<file path="config.mk">
export PLATFORM = sky130hd
export DESIGN_NAME = fcd_decode
export DESIGN_NICKNAME = d
export VERILOG_FILES = /design/src/include/fcd_pkg.sv /design/src/verilog/fcd_decode.sv
export VERILOG_INCLUDE_DIRS = /design/src /design/src/include
export SDC_FILE = /design/constraint.sdc
export NUM_CORES = 1
export LEC_CHECK = 0
export BUFFER_PORTS_ARGS = -buffer_cell sky130_fd_sc_hd__buf_2
export CAP_MARGIN = 20
export CORE_MARGIN = 4
export CORE_UTILIZATION = 55
export CTS_BUF_LIST = sky130_fd_sc_hd__clkbuf_4 sky130_fd_sc_hd__clkbuf_8 sky130_fd_sc_hd__clkbuf_16
export DETAILED_ROUTE_END_ITERATION = 6
export GPL_TIMING_DRIVEN = 0
export PLACE_DENSITY = 0.8
export SLEW_MARGIN = 25
export SYNTH_ARGS = -nofsm -noshare
export SYNTH_HDL_FRONTEND = slang
export SYNTH_SLANG_ARGS = --single-unit
</file>
<file path="constraint.sdc">
create_clock -name pclk -period 2.8 [get_ports pclk]
set_clock_uncertainty 0.1 [all_clocks]
set_input_delay 0.14 -clock pclk [delete_from_list [all_inputs] [get_ports pclk]]
set_output_delay 0.14 -clock pclk [all_outputs]
set_load 0.005 [all_outputs]
</file>
<file path="src/include/fcd_cfg.svh">
`ifndef FCD_CFG_SVH
`define FCD_CFG_SVH
// Register byte offsets
`define FCD_A_DIV      8'h00
`define FCD_A_STAT     8'h04
`define FCD_A_PPROT    8'h08
`define FCD_A_DPROT    8'h0c
`define FCD_A_BUF0     8'h10
`define FCD_A_BUF3     8'h1c
`define FCD_A_MARGIN   8'h20
// Status bits
`define FCD_B_DONE     7
`define FCD_B_BADACC   5
`define FCD_B_FPVIOL   4
// Protection bits
`define FCD_B_POPEN    7
`define FCD_B_PHDIS    5
`define FCD_B_PLDIS    2
`define FCD_B_DOPEN    7
// Command codes
`define FCD_C_EVALL    8'h01
`define FCD_C_EVBLK    8'h02
`define FCD_C_RDONCE   8'h04
`define FCD_C_PGMP     8'h06
`define FCD_C_PGMONCE  8'h07
`define FCD_C_ERALL    8'h08
`define FCD_C_ERBLK    8'h09
`define FCD_C_ERPSEC   8'h0a
`define FCD_C_UNSEC    8'h0b
`define FCD_C_KEYVFY   8'h0c
`define FCD_C_UMARGIN  8'h0d
`define FCD_C_FMARGIN  8'h0e
`define FCD_C_EVDSEC   8'h10
`define FCD_C_PGMD     8'h11
`define FCD_C_ERDSEC   8'h12
// Block select in buffer word 0 bits [1:0]
`define FCD_BLK_PFLASH 2'h0
`define FCD_BLK_DFLASH 2'h1
// Reset values
`define FCD_RST_PROT   8'h00
`define FCD_RST_DIV    7'h00
`endif

</file>
<file path="src/include/fcd_pkg.sv">
package fcd_pkg;
   typedef enum logic [0:0] {
      FCD_IDLE = 1'b0,
      FCD_BUSY = 1'b1
   } fcd_state_t;
   // Request to the array engine, taken from the command buffer at launch
   typedef struct packed {
      logic [7:0]  code;
      logic [1:0]  blk;
      logic [15:0] addr;
      logic [15:0] data0;
      logic [15:0] data1;
   } fcd_op_t;
endpackage

</file>
<file path="src/verilog/fcd_decode.sv">
// Design decisions made here: the register offsets and register access over APB.
`timescale 1ns/10ps
`include "fcd_cfg.svh"
//////////////////////////////////////////////////////////////////////////////
// Notes on behaviour
// RULE_01: Code 04 reads back one-time 64-byte field
// RULE_02: Code 06 programs one program-flash phrase
// RULE_03: Code 07 writes one-time field, once only
// RULE_04: Code 08 erases all blocks
// RULE_05: Erase-all needs all four protection bits set
// RULE_06: Program block erase needs three protection bits
// RULE_07: Data block erase needs data open bit
// RULE_08: Code 0A erases program-flash sector
// RULE_09: Code 0B erases, verifies, releases security
// RULE_10: Code 0C releases security on key match
// RULE_11: Code 0D sets user margin level
// RULE_12: Code 0E field margin, special mode only
// RULE_13: Code 01 verifies all blocks erased
// RULE_14: Code 02 verifies selected block erased
// RULE_15: Code 10 verifies data-flash words erased
// RULE_16: Code 11 programs one to four words; the request carries only two data words (data0, data1)
// RULE_17: Code 12 erases data-flash sector
// RULE_18: Write one clears completion flag; set when done
// RULE_19: Divider unwritten refuses program/erase, access error
// RULE_20: Unknown code sets access error, no run
// RULE_21: Blocked full erase keeps array, flags error
//////////////////////////////////////////////////////////////////////////////
module fcd_decode (
   input  wire logic                 pclk,             // Bus clock
   input  wire logic                 presetn,          // Async reset, active low
   input  wire logic                 psel,             // APB select
   input  wire logic                 penable,          // APB enable
   input  wire logic                 pwrite,           // APB direction
   input  wire logic [7:0]           paddr,            // APB byte address
   input  wire logic [31:0]          pwdata,           // APB write data
   output logic      [31:0]          prdata,           // APB read data
   output logic                      pready,           // APB ready
   output logic                      pslverr,          // APB error
   input  wire logic                 special_mode_pin, // Special mode strap pin
   input  wire logic                 array_done,       // Array engine finished
   input  wire logic                 array_pass,       // Array result good
   input  wire logic [15:0]          array_rdata,      // Array result word
   output logic                      op_start,         // One-cycle request pulse
   output fcd_pkg::fcd_op_t          op,               // Request contents
   output logic                      secured           // Device security state
);
   import fcd_pkg::*;

   logic [6:0]       div_q;
   logic             divld_q;
   logic             done_q;
   logic             badacc_q;
   logic             fpviol_q;
   logic [1:0]       mgstat_q;
   logic [7:0]       pprot_q;
   logic [7:0]       dprot_q;
   logic [15:0]      buf_q [0:3];
   logic [1:0]       umargin_q;
   logic [1:0]       fmargin_q;
   logic [7:0]       once_q;
   logic             spec_s1_q;
   logic             spec_q;
   logic             op_start_q;
   fcd_op_t          op_q;
   logic             secured_q;
   fcd_state_t       state_q;
   logic             wr;
   logic             mapped;
   logic             launch;
   logic             err_acc;
   logic             err_viol;
   logic [7:0]       code;
   logic [1:0]       blk;
   logic             pall;
   logic             dopen;

   function automatic logic fcd_valid(input logic [7:0] c);
      case (c)
         `FCD_C_EVALL, `FCD_C_EVBLK, `FCD_C_EVDSEC,               // RULE_13 RULE_14 RULE_15
         `FCD_C_RDONCE, `FCD_C_PGMP, `FCD_C_PGMONCE,              // RULE_01 RULE_02 RULE_03
         `FCD_C_ERALL, `FCD_C_ERBLK, `FCD_C_ERPSEC,               // RULE_04 RULE_08
         `FCD_C_UNSEC, `FCD_C_KEYVFY,                             // RULE_09 RULE_10
         `FCD_C_UMARGIN, `FCD_C_FMARGIN,                          // RULE_11 RULE_12
         `FCD_C_PGMD, `FCD_C_ERDSEC: fcd_valid = 1'b1;            // RULE_16 RULE_17
         default:                    fcd_valid = 1'b0;
      endcase
   endfunction

   // Commands that program or erase and so depend on the timebase
   function automatic logic fcd_pe(input logic [7:0] c);
      case (c)
         `FCD_C_PGMP, `FCD_C_PGMONCE, `FCD_C_ERALL, `FCD_C_ERBLK,
         `FCD_C_ERPSEC, `FCD_C_UNSEC, `FCD_C_PGMD, `FCD_C_ERDSEC: fcd_pe = 1'b1;
         default:                                                 fcd_pe = 1'b0;
      endcase
   endfunction

   //////////////////////////////////////////////////////////////////////////
   // APB slave: zero wait states, error on unmapped offsets
   assign pready  = 1'b1;
   assign wr      = psel && penable && pwrite;
   assign mapped  = (paddr <= `FCD_A_MARGIN) && (paddr[1:0] == 2'h0);
   assign pslverr = psel && penable && !mapped;

   always_comb begin
      prdata = 32'h0;
      case (paddr)
         `FCD_A_DIV:    prdata[7:0] = {divld_q, div_q};
         `FCD_A_STAT:   prdata[7:0] = {done_q, 1'b0, badacc_q, fpviol_q, 2'h0, mgstat_q};
         `FCD_A_PPROT:  prdata[7:0] = pprot_q;
         `FCD_A_DPROT:  prdata[7:0] = dprot_q;
         `FCD_A_MARGIN: prdata[7:0] = {secured_q, spec_q, once_q != 8'h00, 1'b0, fmargin_q, umargin_q};
         default: begin
            if (paddr >= `FCD_A_BUF0 && paddr <= `FCD_A_BUF3) begin
               prdata[15:0] = buf_q[paddr[3:2]];
            end
         end
      endcase
   end

   //////////////////////////////////////////////////////////////////////////
   // Launch decode
   assign code   = buf_q[0][15:8];
   assign blk    = buf_q[0][1:0];
   assign pall   = pprot_q[`FCD_B_PLDIS] && pprot_q[`FCD_B_PHDIS] && pprot_q[`FCD_B_POPEN];
   assign dopen  = dprot_q[`FCD_B_DOPEN];
   // Launch is ignored while a command runs or an old error is still set
   assign launch = wr && paddr == `FCD_A_STAT && pwdata[`FCD_B_DONE] && done_q && !badacc_q && !fpviol_q; // RULE_18

   always_comb begin
      err_acc = !fcd_valid(code);                                           // RULE_20
      if (fcd_pe(code) && !divld_q) begin
         err_acc = 1'b1;                                                    // RULE_19
      end
      if (code == `FCD_C_FMARGIN && !spec_q) begin
         err_acc = 1'b1;                                                    // RULE_12
      end
      if (code == `FCD_C_PGMONCE && once_q[buf_q[1][2:0]]) begin
         err_acc = 1'b1;                                                    // RULE_03
      end
      err_viol = 1'b0;
      if (!err_acc && code == `FCD_C_ERALL && !(pall && dopen)) begin
         err_viol = 1'b1;                                                   // RULE_05 RULE_21
      end
      if (!err_acc && code == `FCD_C_ERBLK) begin
         err_viol = (blk == `FCD_BLK_PFLASH) ? !pall : !dopen;              // RULE_06 RULE_07 RULE_21
      end
   end

   //////////////////////////////////////////////////////////////////////////
   // Special mode pin synchroniser
   always_ff @(posedge pclk or negedge presetn) begin
      if (!presetn) begin
         spec_s1_q <= 1'b0;
         spec_q    <= 1'b0;
      end else begin
         spec_s1_q <= special_mode_pin;
         spec_q    <= spec_s1_q;
      end
   end

   // Timebase divider; the loaded flag is sticky until reset
   always_ff @(posedge pclk or negedge presetn) begin
      if (!presetn) begin
         div_q   <= `FCD_RST_DIV;
         divld_q <= 1'b0;
      end else if (wr && paddr == `FCD_A_DIV && done_q) begin
         div_q   <= pwdata[6:0];
         divld_q <= 1'b1;
      end
   end

   // Protection registers; frozen while a command runs
   always_ff @(posedge pclk or negedge presetn) begin
      if (!presetn) begin
         pprot_q <= `FCD_RST_PROT;
         dprot_q <= `FCD_RST_PROT;
      end else if (wr && done_q) begin
         if (paddr == `FCD_A_PPROT) begin
            pprot_q <= pwdata[7:0];
         end
         if (paddr == `FCD_A_DPROT) begin
            dprot_q <= pwdata[7:0];
         end
      end
   end

   // Command buffer: software loads it while idle, results land in word 1
   always_ff @(posedge pclk or negedge presetn) begin
      if (!presetn) begin
         for (int i = 0; i < 4; i++) begin
            buf_q[i] <= 16'h0;
         end
      end else if (state_q == FCD_BUSY && array_done) begin
         buf_q[1] <= array_rdata;                                           // RULE_18 RULE_01
      end else if (wr && done_q && paddr >= `FCD_A_BUF0 && paddr <= `FCD_A_BUF3) begin
         buf_q[paddr[3:2]] <= pwdata[15:0];
      end
   end

   //////////////////////////////////////////////////////////////////////////
   // Sequencer
   always_ff @(posedge pclk or negedge presetn) begin
      if (!presetn) begin
         state_q    <= FCD_IDLE;
         done_q     <= 1'b1;
         op_start_q <= 1'b0;
         op_q       <= '0;
      end else begin
         op_start_q <= 1'b0;
         case (state_q)
            FCD_IDLE: begin
               if (launch && !err_acc && !err_viol) begin
                  state_q    <= FCD_BUSY;
                  done_q     <= 1'b0;                                       // RULE_18
                  op_start_q <= 1'b1;
                  op_q       <= '{code: code, blk: blk, addr: buf_q[1], data0: buf_q[2], data1: buf_q[3]};
               end
            end
            FCD_BUSY: begin
               if (array_done) begin
                  state_q <= FCD_IDLE;
                  done_q  <= 1'b1;                                          // RULE_18
               end
            end
            default: state_q <= FCD_IDLE;
         endcase
      end
   end

   // Error flags: write one clears, a new error in the same cycle wins
   always_ff @(posedge pclk or negedge presetn) begin
      if (!presetn) begin
         badacc_q <= 1'b0;
         fpviol_q <= 1'b0;
      end else begin
         if (launch && err_acc) begin
            badacc_q <= 1'b1;                                               // RULE_19 RULE_20
         end else if (wr && paddr == `FCD_A_STAT && pwdata[`FCD_B_BADACC]) begin
            badacc_q <= 1'b0;
         end
         if (launch && err_viol) begin
            fpviol_q <= 1'b1;                                               // RULE_21
         end else if (wr && paddr == `FCD_A_STAT && pwdata[`FCD_B_FPVIOL]) begin
            fpviol_q <= 1'b0;
         end
      end
   end

   // Completion side effects
   always_ff @(posedge pclk or negedge presetn) begin
      if (!presetn) begin
         mgstat_q  <= 2'h0;
         umargin_q <= 2'h0;
         fmargin_q <= 2'h0;
         once_q    <= 8'h00;
         secured_q <= 1'b1;
      end else if (state_q == FCD_BUSY && array_done) begin
         mgstat_q <= {!array_pass, 1'b0};
         if (op_q.code == `FCD_C_PGMONCE) begin
            once_q[op_q.addr[2:0]] <= 1'b1;                                 // RULE_03
         end
         if ((op_q.code == `FCD_C_UNSEC || op_q.code == `FCD_C_KEYVFY) && array_pass) begin
            secured_q <= 1'b0;                                              // RULE_09 RULE_10
         end
         if (op_q.code == `FCD_C_UMARGIN && array_pass) begin
            umargin_q <= op_q.addr[1:0];                                    // RULE_11
         end
         if (op_q.code == `FCD_C_FMARGIN && array_pass) begin
            fmargin_q <= op_q.addr[1:0];                                    // RULE_12
         end
      end
   end

   assign op_start = op_start_q;
   assign op       = op_q;
   assign secured  = secured_q;
endmodule
</file>
==> results of run 1 <==
-- per-stage QoR --
| step | instances | worst slack (ns) | power, mW |
|---|---|---|---|
| after floorplan | 622 | 0.456 | 2.54 |
| after global placement | 928 | -0.896 | 2.67 |
| after detailed placement | 929 | 0.0348 | 2.68 |
| after CTS | 997 | 0.0667 | 4.88 |
| after global routing | 1001 | 0.0200 | 5.02 |
| final | 1001 | 0.115 | 4.87 |
-- cell usage in the layout (no fill, tap or decap), types with 4 or more instances in the layout --
cell / Yosys / layout
nor4_1: 5 / 5
nor3_1: 4 / 4
buf_4: 19 / 23
clkinv_2: 0 / 5
or2_2: 4 / 4
o21ai_0: 8 / 8
a21oi_1: 5 / 5
a22oi_1: 4 / 4
dlygate4sd3_1: 0 / 38
nand2_1: 43 / 43
clkbuf_1: 15 / 15
buf_2: 7 / 128
or3_1: 4 / 4
mux2_4: 53 / 53
ha_1: 5 / 5
conb_1: 2 / 17
and2_1: 5 / 5
a31o_2: 4 / 4
inv_1: 8 / 8
mux2i_1: 8 / 8
buf_6: 8 / 8
nor2_1: 29 / 29
clkbuf_16: 0 / 17
nand3_1: 6 / 6
a31oi_1: 13 / 13
nor3b_1: 4 / 4
a41o_1: 4 / 4
dfrtp_1: 165 / 164
mux2_2: 76 / 76
and3_1: 11 / 11
mux4_2: 18 / 18
nand2b_1: 4 / 4
-- cell type report --
cell class | instances | area (um^2)
Inverter | 8 | 30.0
Tap cell | 184 | 230
Buffer | 51 | 333
Sequential cell | 167 | 4180
Clock buffer | 21 | 462
Fill cell | 1032 | 4460
Clock inverter | 9 | 80.1
Multi-Input combinational cell | 396 | 3650
Timing Repair Buffer | 165 | 1060
-- cell families after synthesis --
logic type,share of synthesized area
flip-flops,0.516
multiplexers,0.265
AND/OR/NAND/NOR,0.0945
AO/OA/AOI/OAI,0.0713
buffers and inverters,0.0446
adder cells (fa/ha/maj),0.00772
other,0.000927
-- metal layers --
layer  GRT usage  part of all wire  vias to the layer above
li1            -                 -                     2596
met1       0.372              0.40                     3013
met2       0.449              0.49                      282
met3      0.0622             0.074                       64
met4       0.121             0.032                        0
met5           0                 0                        -
-- sequential cells by signal, indices dropped and copies added, names as in the netlist, 2 cells and up --
signal / flops
once_q: 8
blk: 2
fmargin_q: 2
op: 58
umargin_q: 2
pprot_q: 8
div_q: 7
dprot_q: 8
buf_q: 62
-- how the worst max path moves through the flow --
stage / startpoint / endpoint / slack (ns) / cells after the start
after floorplan: buf_q[57] / op[0] / 0.46 / 8
after global placement: presetn / op[34] / -0.90 / 1
after detailed placement: buf_q[57] / op[29] / 0.03 / 8
after CTS: paddr[3] / prdata[6] / 0.07 / 7
after global routing: buf_q[57] / op[38] / 0.02 / 8
final: buf_q[56] / op[35] / 0.11 / 7
-- worst max-delay path, cell delays in order, from the launching register on --
cell,delay [ns]
dfrtp_1,0.55
ha_1,0.29
nor3b_1,0.21
o2111ai_1,0.18
a311oi_1,0.41
nand4_4,0.25
buf_6,0.26
mux2_4,0.31
-- power by group through the flow --
stage | Sequential [mW] | Clock [mW] | Combinational [mW]
floorplan | 2.46 | 0 | 0.0849
global placement | 2.46 | 0 | 0.210
detailed placement | 2.46 | 0 | 0.220
CTS | 2.42 | 2.21 | 0.259
global route | 2.41 | 2.32 | 0.288
finish | 2.42 | 2.20 | 0.263
-- what timing repair did --
action	CTS	global route
resized for setup	1	6
endpoints found under the hold margin	175	0
endpoints found under the setup margin	3	72
pin swaps	0	1
hold buffers	38	0
setup buffers	0	4
==> impl_metrics.ini, run 1 <==
[status]
status = finished clean

[logic_synthesis]
post-synth-top-count-cell = dfrtp_1
yosysSeqAreaShare = 0.516
synth_flop_cell = dfrtp_1
synth.avg_cell_area_um2 = 13.4
synth-seq-cells = 167
syn_area_um2 = 8110
synth.distinct_cells = 71
ys_top_cells_by_count = dfrtp_1, mux2_2, mux2_4
synth_edf_count = 0
async_flop_share = 1.00
yosys.area.top_type = dfrtp_1
ys_top_cells_by_area = dfrtp_1, mux2_2, mux2_4
yosys_warnings = 0
synthCells = 607
synth_top_cell_area_share = 0.509

[pwr]
power.density_nw_per_um2 = 486
pwr-share-seq = 0.496
p_leak_nw = 5.30
p_switching_mw = 1.09
comb_power_share = 0.054
swShare = 0.224
power_frac_clock = 0.450
ir_drop_mv = 0.406
p_int_mw = 3.78

[floorplan]
dieArea_um2 = 16700
die_x_um = 129
start_util = 0.560
die_h_um = 129
boundaryPins = 158
rows = 44
design.core.area_um2 = 14500

[clock_tree]
clk_latency_ns = 0.43
clock-sinks = 167
cts_tree = done
clk_path_buf_depth = 2
cts.reportedPaths.clkPinSlew_ns = 0.07
cts_buffers = 17
root_buffer = clkbuf_16
h-tree-depth = 4

[place]
placed_area_um2 = 9040
gp_congestion = 0.893
portBuffers = 122
hpwl_um = 15400

[drt]
first_pass_iters = 5
ant_nets = 0
dr_total_vias = 5955
drt_wl_total_um = 22600
drc_errors = 0
first_iter_violations = 495
vias_per_cell = 5.95
wl_per_cell_um = 22.5

[critical_path]
r2r_slack_ns = 0.11
setup.worst_path.class = reg -> reg
cp-start-kind = flip-flop
worstPathMaxFanout = 10
cp.required_ns = 3.01
worst-r2r-cell-count = 7
worstSetupEndpointType = flip-flop
rr_endpoint = op[35]
reg2reg_from = buf_q[56]
cp.arrival_ns = 2.90

[sta]
slew_headroom = 0.337
setup-tns-final_ns = 0
fmax_ghz = 0.372
worst_slew_pin_slew_ns = 0.969
setup_viol = 0
slew_viol_final = 0
rsz0062_at_grt = no
hold_viol = 0
fin_crit_ns = 2.69
whs_ns = 0.0117
fin_crit_sh = 0.959

[worst_hold_path]
min-delay-start = pwdata[5]
hold_path_class = in -> reg
worst_hold_path.num_cells = 3
hold_end = buf_q[37]

[global_routing]
grt_overflow = 0
grt_max_degree = 91
grt_pass1_vias = 6268
grt_usage = 0.281
grt_first_pass_wirelength_um = 35300
antenna_found_initial = 0

[final_layout]
diodes = 0
final_area_um2 = 10000
fin_nets = 875
drive_gt1_frac = 0.446
fin_util = 0.692
syn_to_final_growth_pct = 23.6

[job]
drv_cap = 0
Power figures use the tool's default switching activity.
==> run 2: changes to the inputs <==
--- a/config.mk
+++ b/config.mk
@@ -13,7 +13,7 @@
 export CTS_BUF_LIST = sky130_fd_sc_hd__clkbuf_4 sky130_fd_sc_hd__clkbuf_8 sky130_fd_sc_hd__clkbuf_16
 export DETAILED_ROUTE_END_ITERATION = 6
 export GPL_TIMING_DRIVEN = 0
-export PLACE_DENSITY = 0.8
+export PLACE_DENSITY = 0.83
 export SLEW_MARGIN = 25
 export SYNTH_ARGS = -nofsm -noshare
 export SYNTH_HDL_FRONTEND = slang
==> impl_metrics.ini, run 2 (synthesis results as in run 1) <==
[status]
status = finished clean

[floorplan]
start_util = 0.560
die_x_um = 129
die_h_um = 129
dieArea_um2 = 16700
rows = 44
design.core.area_um2 = 14500
boundaryPins = 158

[global_routing]
grt_usage = 0.290
grt_max_degree = 88
grt_first_pass_wirelength_um = 36500
antenna_found_initial = 0
grt_overflow = 0
grt_pass1_vias = 6454

[critical_path]
r2r_slack_ns = 0.02
worst-r2r-cell-count = 7
crit_end = buf_q[6]
worstPathMaxFanout = 10
worstSetupEndpointType = flip-flop
startpoint = state_q
cp.arrival_ns = 3.00
crit_chain = and2_1 -> clkbuf_1 -> or3_1 -> buf_2 -> nor2_2 -> buf_4 -> mux2_2
setup.worst_path.class = reg -> reg
rr_endpoint = buf_q[6]
max_stage_delay_ns = 0.42
cp-start-kind = flip-flop
cp.required_ns = 3.02
cp_slowest_cell = dfrtp_1
reg2reg_from = state_q

[pwr]
p_switching_mw = 1.15
p_int_mw = 3.90
p_leak_nw = 5.31
ir_drop_mv = 0.452
comb_power_share = 0.052
power_frac_clock = 0.469
pwr-share-seq = 0.478
power.density_nw_per_um2 = 501
power_mw = 5.05
swShare = 0.228

[clock_tree]
root_buffer = clkbuf_16
cts_tree = done
cts.reportedPaths.clkPinSlew_ns = 0.07
clock-sinks = 167
clk_path_buf_depth = 2
h-tree-depth = 4
cts_buffers = 17
clk_latency_ns = 0.44

[drt]
wl_per_cell_um = 23.2
drc_errors = 0
first_iter_violations = 508
vias_per_cell = 6.12
ant_nets = 0
first_pass_iters = 5
drt_wl_total_um = 23300
dr_total_vias = 6152

[final_layout]
layout_common_cells = dfrtp_1, buf_2, mux2_2, mux2_4, nand2_1
mostFrequentLayoutCell = dfrtp_1
syn_to_final_growth_pct = 24.4
n_fill_cell = 968
top_register = buf_q
multiInputGateArea_um2 = 3640
diodes = 0
seq_area_um2 = 4180
final_area_um2 = 10100
fin_nets = 877
largest_register_ffs = 62
drive_gt1_frac = 0.447

[place]
gp_congestion = 0.914
hpwl_um = 15800
placed_area_um2 = 9040
portBuffers = 122
place_ws_ns = 0.00984

[worst_hold_path]
hold_path_class = in -> async

[job]
drv_cap = 0

[sta]
hold_viol = 0
rsz0062_at_grt = yes
worst_slack_ns = 0.0192
fin_crit_sh = 0.993
fin_crit_ns = 2.78
fmax_ghz = 0.360
slew_headroom = 0.444
setup_viol = 0
worst_slew_pin_slew_ns = 0.823
slew_viol_final = 0
## run 2: changes by cell type in the layout (fill, tap and decap cells not counted), moves of 2 or more
cell        delta
clkinvlp_4     +3
nor2_2         +2
clkinv_2       -2
clkinv_4       -2
nor2_4         -2
inv_6          +2
## run 2: cell type report
type	instances	area share
Multi-Input combinational cell	396	0.361
Clock inverter	11	0.0122
Timing Repair Buffer	167	0.107
Clock buffer	21	0.0464
Inverter	8	0.00298
Sequential cell	167	0.415
Buffer	51	0.0329
Tap cell	184	0.0228
## run 2: worst min-delay path by stage
stage	startpoint	cells past startpoint	end
after detailed placement	presetn	1	op[24]
after global routing	paddr[3]	4	buf_q[15]
after CTS	paddr[0]	6	fpviol_q
after floorplan	presetn	0	badacc_q
after global placement	special_mode_pin	1	spec_s1_q
final	presetn	2	op[9]
## run 2: through the flow
stage                     cells   util  hold WS (ns)  TNS, ns
final                      1005  0.697         0.183        0
after global routing       1005  0.697         0.231   -0.230
after CTS                  1000  0.693         0.192        0
after detailed placement    929  0.624        0.0703        0
after global placement      928  0.622         0.153  -141.63
after floorplan             622      -        -0.256        0
## run 2: power groups by stage
stage	clock, mW	combinational (mW)	sequential [mW]
3_5_place_dp	0	0.220	2.46
5_1_grt	2.48	0.288	2.41
2_1_floorplan	0	0.0849	2.46
6_report	2.37	0.265	2.42
3_3_place_gp	0	0.209	2.46
4_1_cts	2.37	0.261	2.42
## run 2: metal layers
metal / share of wire / GRT usage
met1: 0.39 / 0.372
met2: 0.50 / 0.477
met3: 0.075 / 0.0589
met4: 0.040 / 0.132
met5: 0 / 0
## run 2: critical path: cells and delay by family (launching register included)
kind | cells | cell delay (ns)
buf+inv | 3 | 0.77
flops | 1 | 0.42
mux | 1 | 0.37
simple gates | 3 | 0.99
## run 2: repair_timing
| item | CTS | global route |
|---|---|---|
| setup endpoints to repair | 2 | 69 |
| setup buffers | 0 | 5 |
| pin swaps | 0 | 1 |
| hold endpoints to repair | 164 | 0 |
| resized for setup | 1 | 3 |
| hold buffers | 39 | 0 |
==> run 3: changes to the inputs <==
--- a/config.mk
+++ b/config.mk
@@ -14,6 +14,7 @@
 export DETAILED_ROUTE_END_ITERATION = 6
 export GPL_TIMING_DRIVEN = 0
 export PLACE_DENSITY = 0.83
+export REMOVE_ABC_BUFFERS = 1
 export SLEW_MARGIN = 25
 export SYNTH_ARGS = -nofsm -noshare
 export SYNTH_HDL_FRONTEND = slang
==> impl_metrics.ini, run 3 (synthesis results as in run 1) <==
[final_layout]
fin_util = 0.693
top_register = buf_q
mostFrequentLayoutCell = dfrtp_1
fin_nets = 841
drive_gt1_frac = 0.439
layout_common_cells = dfrtp_1, buf_2, mux2_2, mux2_4, dlygate4sd3_1
diodes = 0
syn_to_final_growth_pct = 23.7
largest_register_ffs = 62

[floorplan]
die_h_um = 129
dieArea_um2 = 16700
die_x_um = 129
design.core.area_um2 = 14500
boundaryPins = 158
rows = 44
start_util = 0.560

[clock_tree]
cts_tree = done
cts.reportedPaths.clkPinSlew_ns = 0.06
h-tree-depth = 4
root_buffer = clkbuf_16
clk_path_buf_depth = 2
clock-sinks = 167
cts_buffers = 17
clk_latency_ns = 0.43

[global_routing]
grt_usage = 0.254
grt_overflow = 0
antenna_found_initial = 0
grt_pass1_vias = 6067
grt_max_degree = 100
grt_first_pass_wirelength_um = 32700

[sta]
rsz0062_at_grt = no
slew_headroom = 0.464
fin_crit_sh = 0.950
setup-tns-final_ns = 0
setup_viol = 0
whs_ns = 0.144
worst_slew_pin_slew_ns = 0.804
worst_slack_ns = 0.140
fin_crit_ns = 2.66
fmax_ghz = 0.376
hold_viol = 0
slew_viol_final = 0

[critical_path]
max_stage_delay_ns = 0.73
cp-start-kind = input pin
cp.arrival_ns = 2.42
cp_slowest_cell = a2111oi_1
crit_top_cell = buf_2
worstSetupEndpointType = output port
crit_family = compound AO/OA/AOI/OAI gates
worstPathMaxFanout = 31
crit_chain = buf_2 -> or2_2 -> a2111oi_1 -> o21ai_0 -> a31oi_1 -> a32oi_1 -> buf_2
setup.worst_path.class = in -> out
cp.required_ns = 2.56
path_buf_inv = 2

[worst_hold_path]
hold_path_class = in -> async

[drt]
dr_total_vias = 5780
vias_per_cell = 5.96
first_iter_violations = 335
wl_per_cell_um = 21.1
drt_wl_total_um = 20400
first_pass_iters = 4
ant_nets = 0
drc_errors = 0

[place]
place_ws_ns = -0.719
hpwl_um = 13300
gp_congestion = 0.909
portBuffers = 124

[pwr]
ir_drop_mv = 0.370
power.density_nw_per_um2 = 487
p_leak_nw = 5.27

[job]
drv_cap = 0

[status]
status = finished clean
==> run 3: cell count changes in the layout (fill, tap and decap cells not counted), moves of 3 or more <==
cell / change
clkbuf_8: +4
clkinvlp_4: -3
buf_16: +3
buf_6: -7
buf_4: -20
clkbuf_1: -15
buf_12: +5
buf_2: -6
dlygate4sd3_1: +6
==> run 3: metrics by stage <==
step / area (um^2) / power, mW / std cells
after floorplan: 7830 / 2.51 / 571
after global placement: 8680 / 2.64 / 879
after detailed placement: 8830 / 2.65 / 884
after CTS: 10000 / 4.92 / 969
after global routing: 10000 / 5.04 / 969
final: 10000 / 4.89 / 969
==> run 3: final cells by class <==
class / count / area (um^2)
Multi-Input combinational cell: 396 / 3690
Tap cell: 184 / 230
Sequential cell: 167 / 4180
Fill cell: 988 / 4450
Inverter: 8 / 30.0
Clock buffer: 26 / 531
Timing Repair Buffer: 182 / 1330
Clock inverter: 6 / 40.0
==> run 3: routing by layer <==
metal | share of wire | global-route usage | vias to the layer above
met4 | 0.030 | 0.107 | 0
met1 | 0.42 | 0.336 | 2974
met5 | 0 | 0 | -
met3 | 0.065 | 0.0598 | 43
met2 | 0.49 | 0.404 | 228
li1 | - | - | 2535
==> run 3: worst paths after layout <==
check / startpoint / to / slack (ns) / cells past startpoint
worst max-delay path: paddr[3] / prdata[7] / 0.14 / 7
worst min-delay path: presetn / op[1] / 0.14 / 2
worst max register to register: buf_q[56] / op[39] / 0.16 / 8
worst min register to register: spec_s1_q / spec_q / 0.26 / 0
max in group asynchronous: presetn / buf_q[57] / 1.58 / 3
min in group pclk: paddr[0] / fpviol_q / 0.26 / 6
==> run 3: where the power goes <==
| group | switching [mW] | internal (mW) | leakage, nW | total, mW |
|---|---|---|---|---|
| Sequential | 0.00109 | 2.41 | 2.31 | 2.42 |
| Combinational | 0.147 | 0.0899 | 2.67 | 0.236 |
| Clock | 0.931 | 1.30 | 0.287 | 2.23 |
| Total | 1.08 | 3.81 | 5.27 | 4.89 |
==> run 3: what timing repair did <==
| item | 4_1_cts | 5_1_grt |
|---|---|---|
| hold buffers | 45 | 0 |
| buffers inserted | 8 | 0 |
| pin swaps | 3 | 0 |
| endpoints found under the hold margin | 161 | 0 |
| setup endpoints to repair | 94 | 68 |
| resized for setup | 4 | 6 |
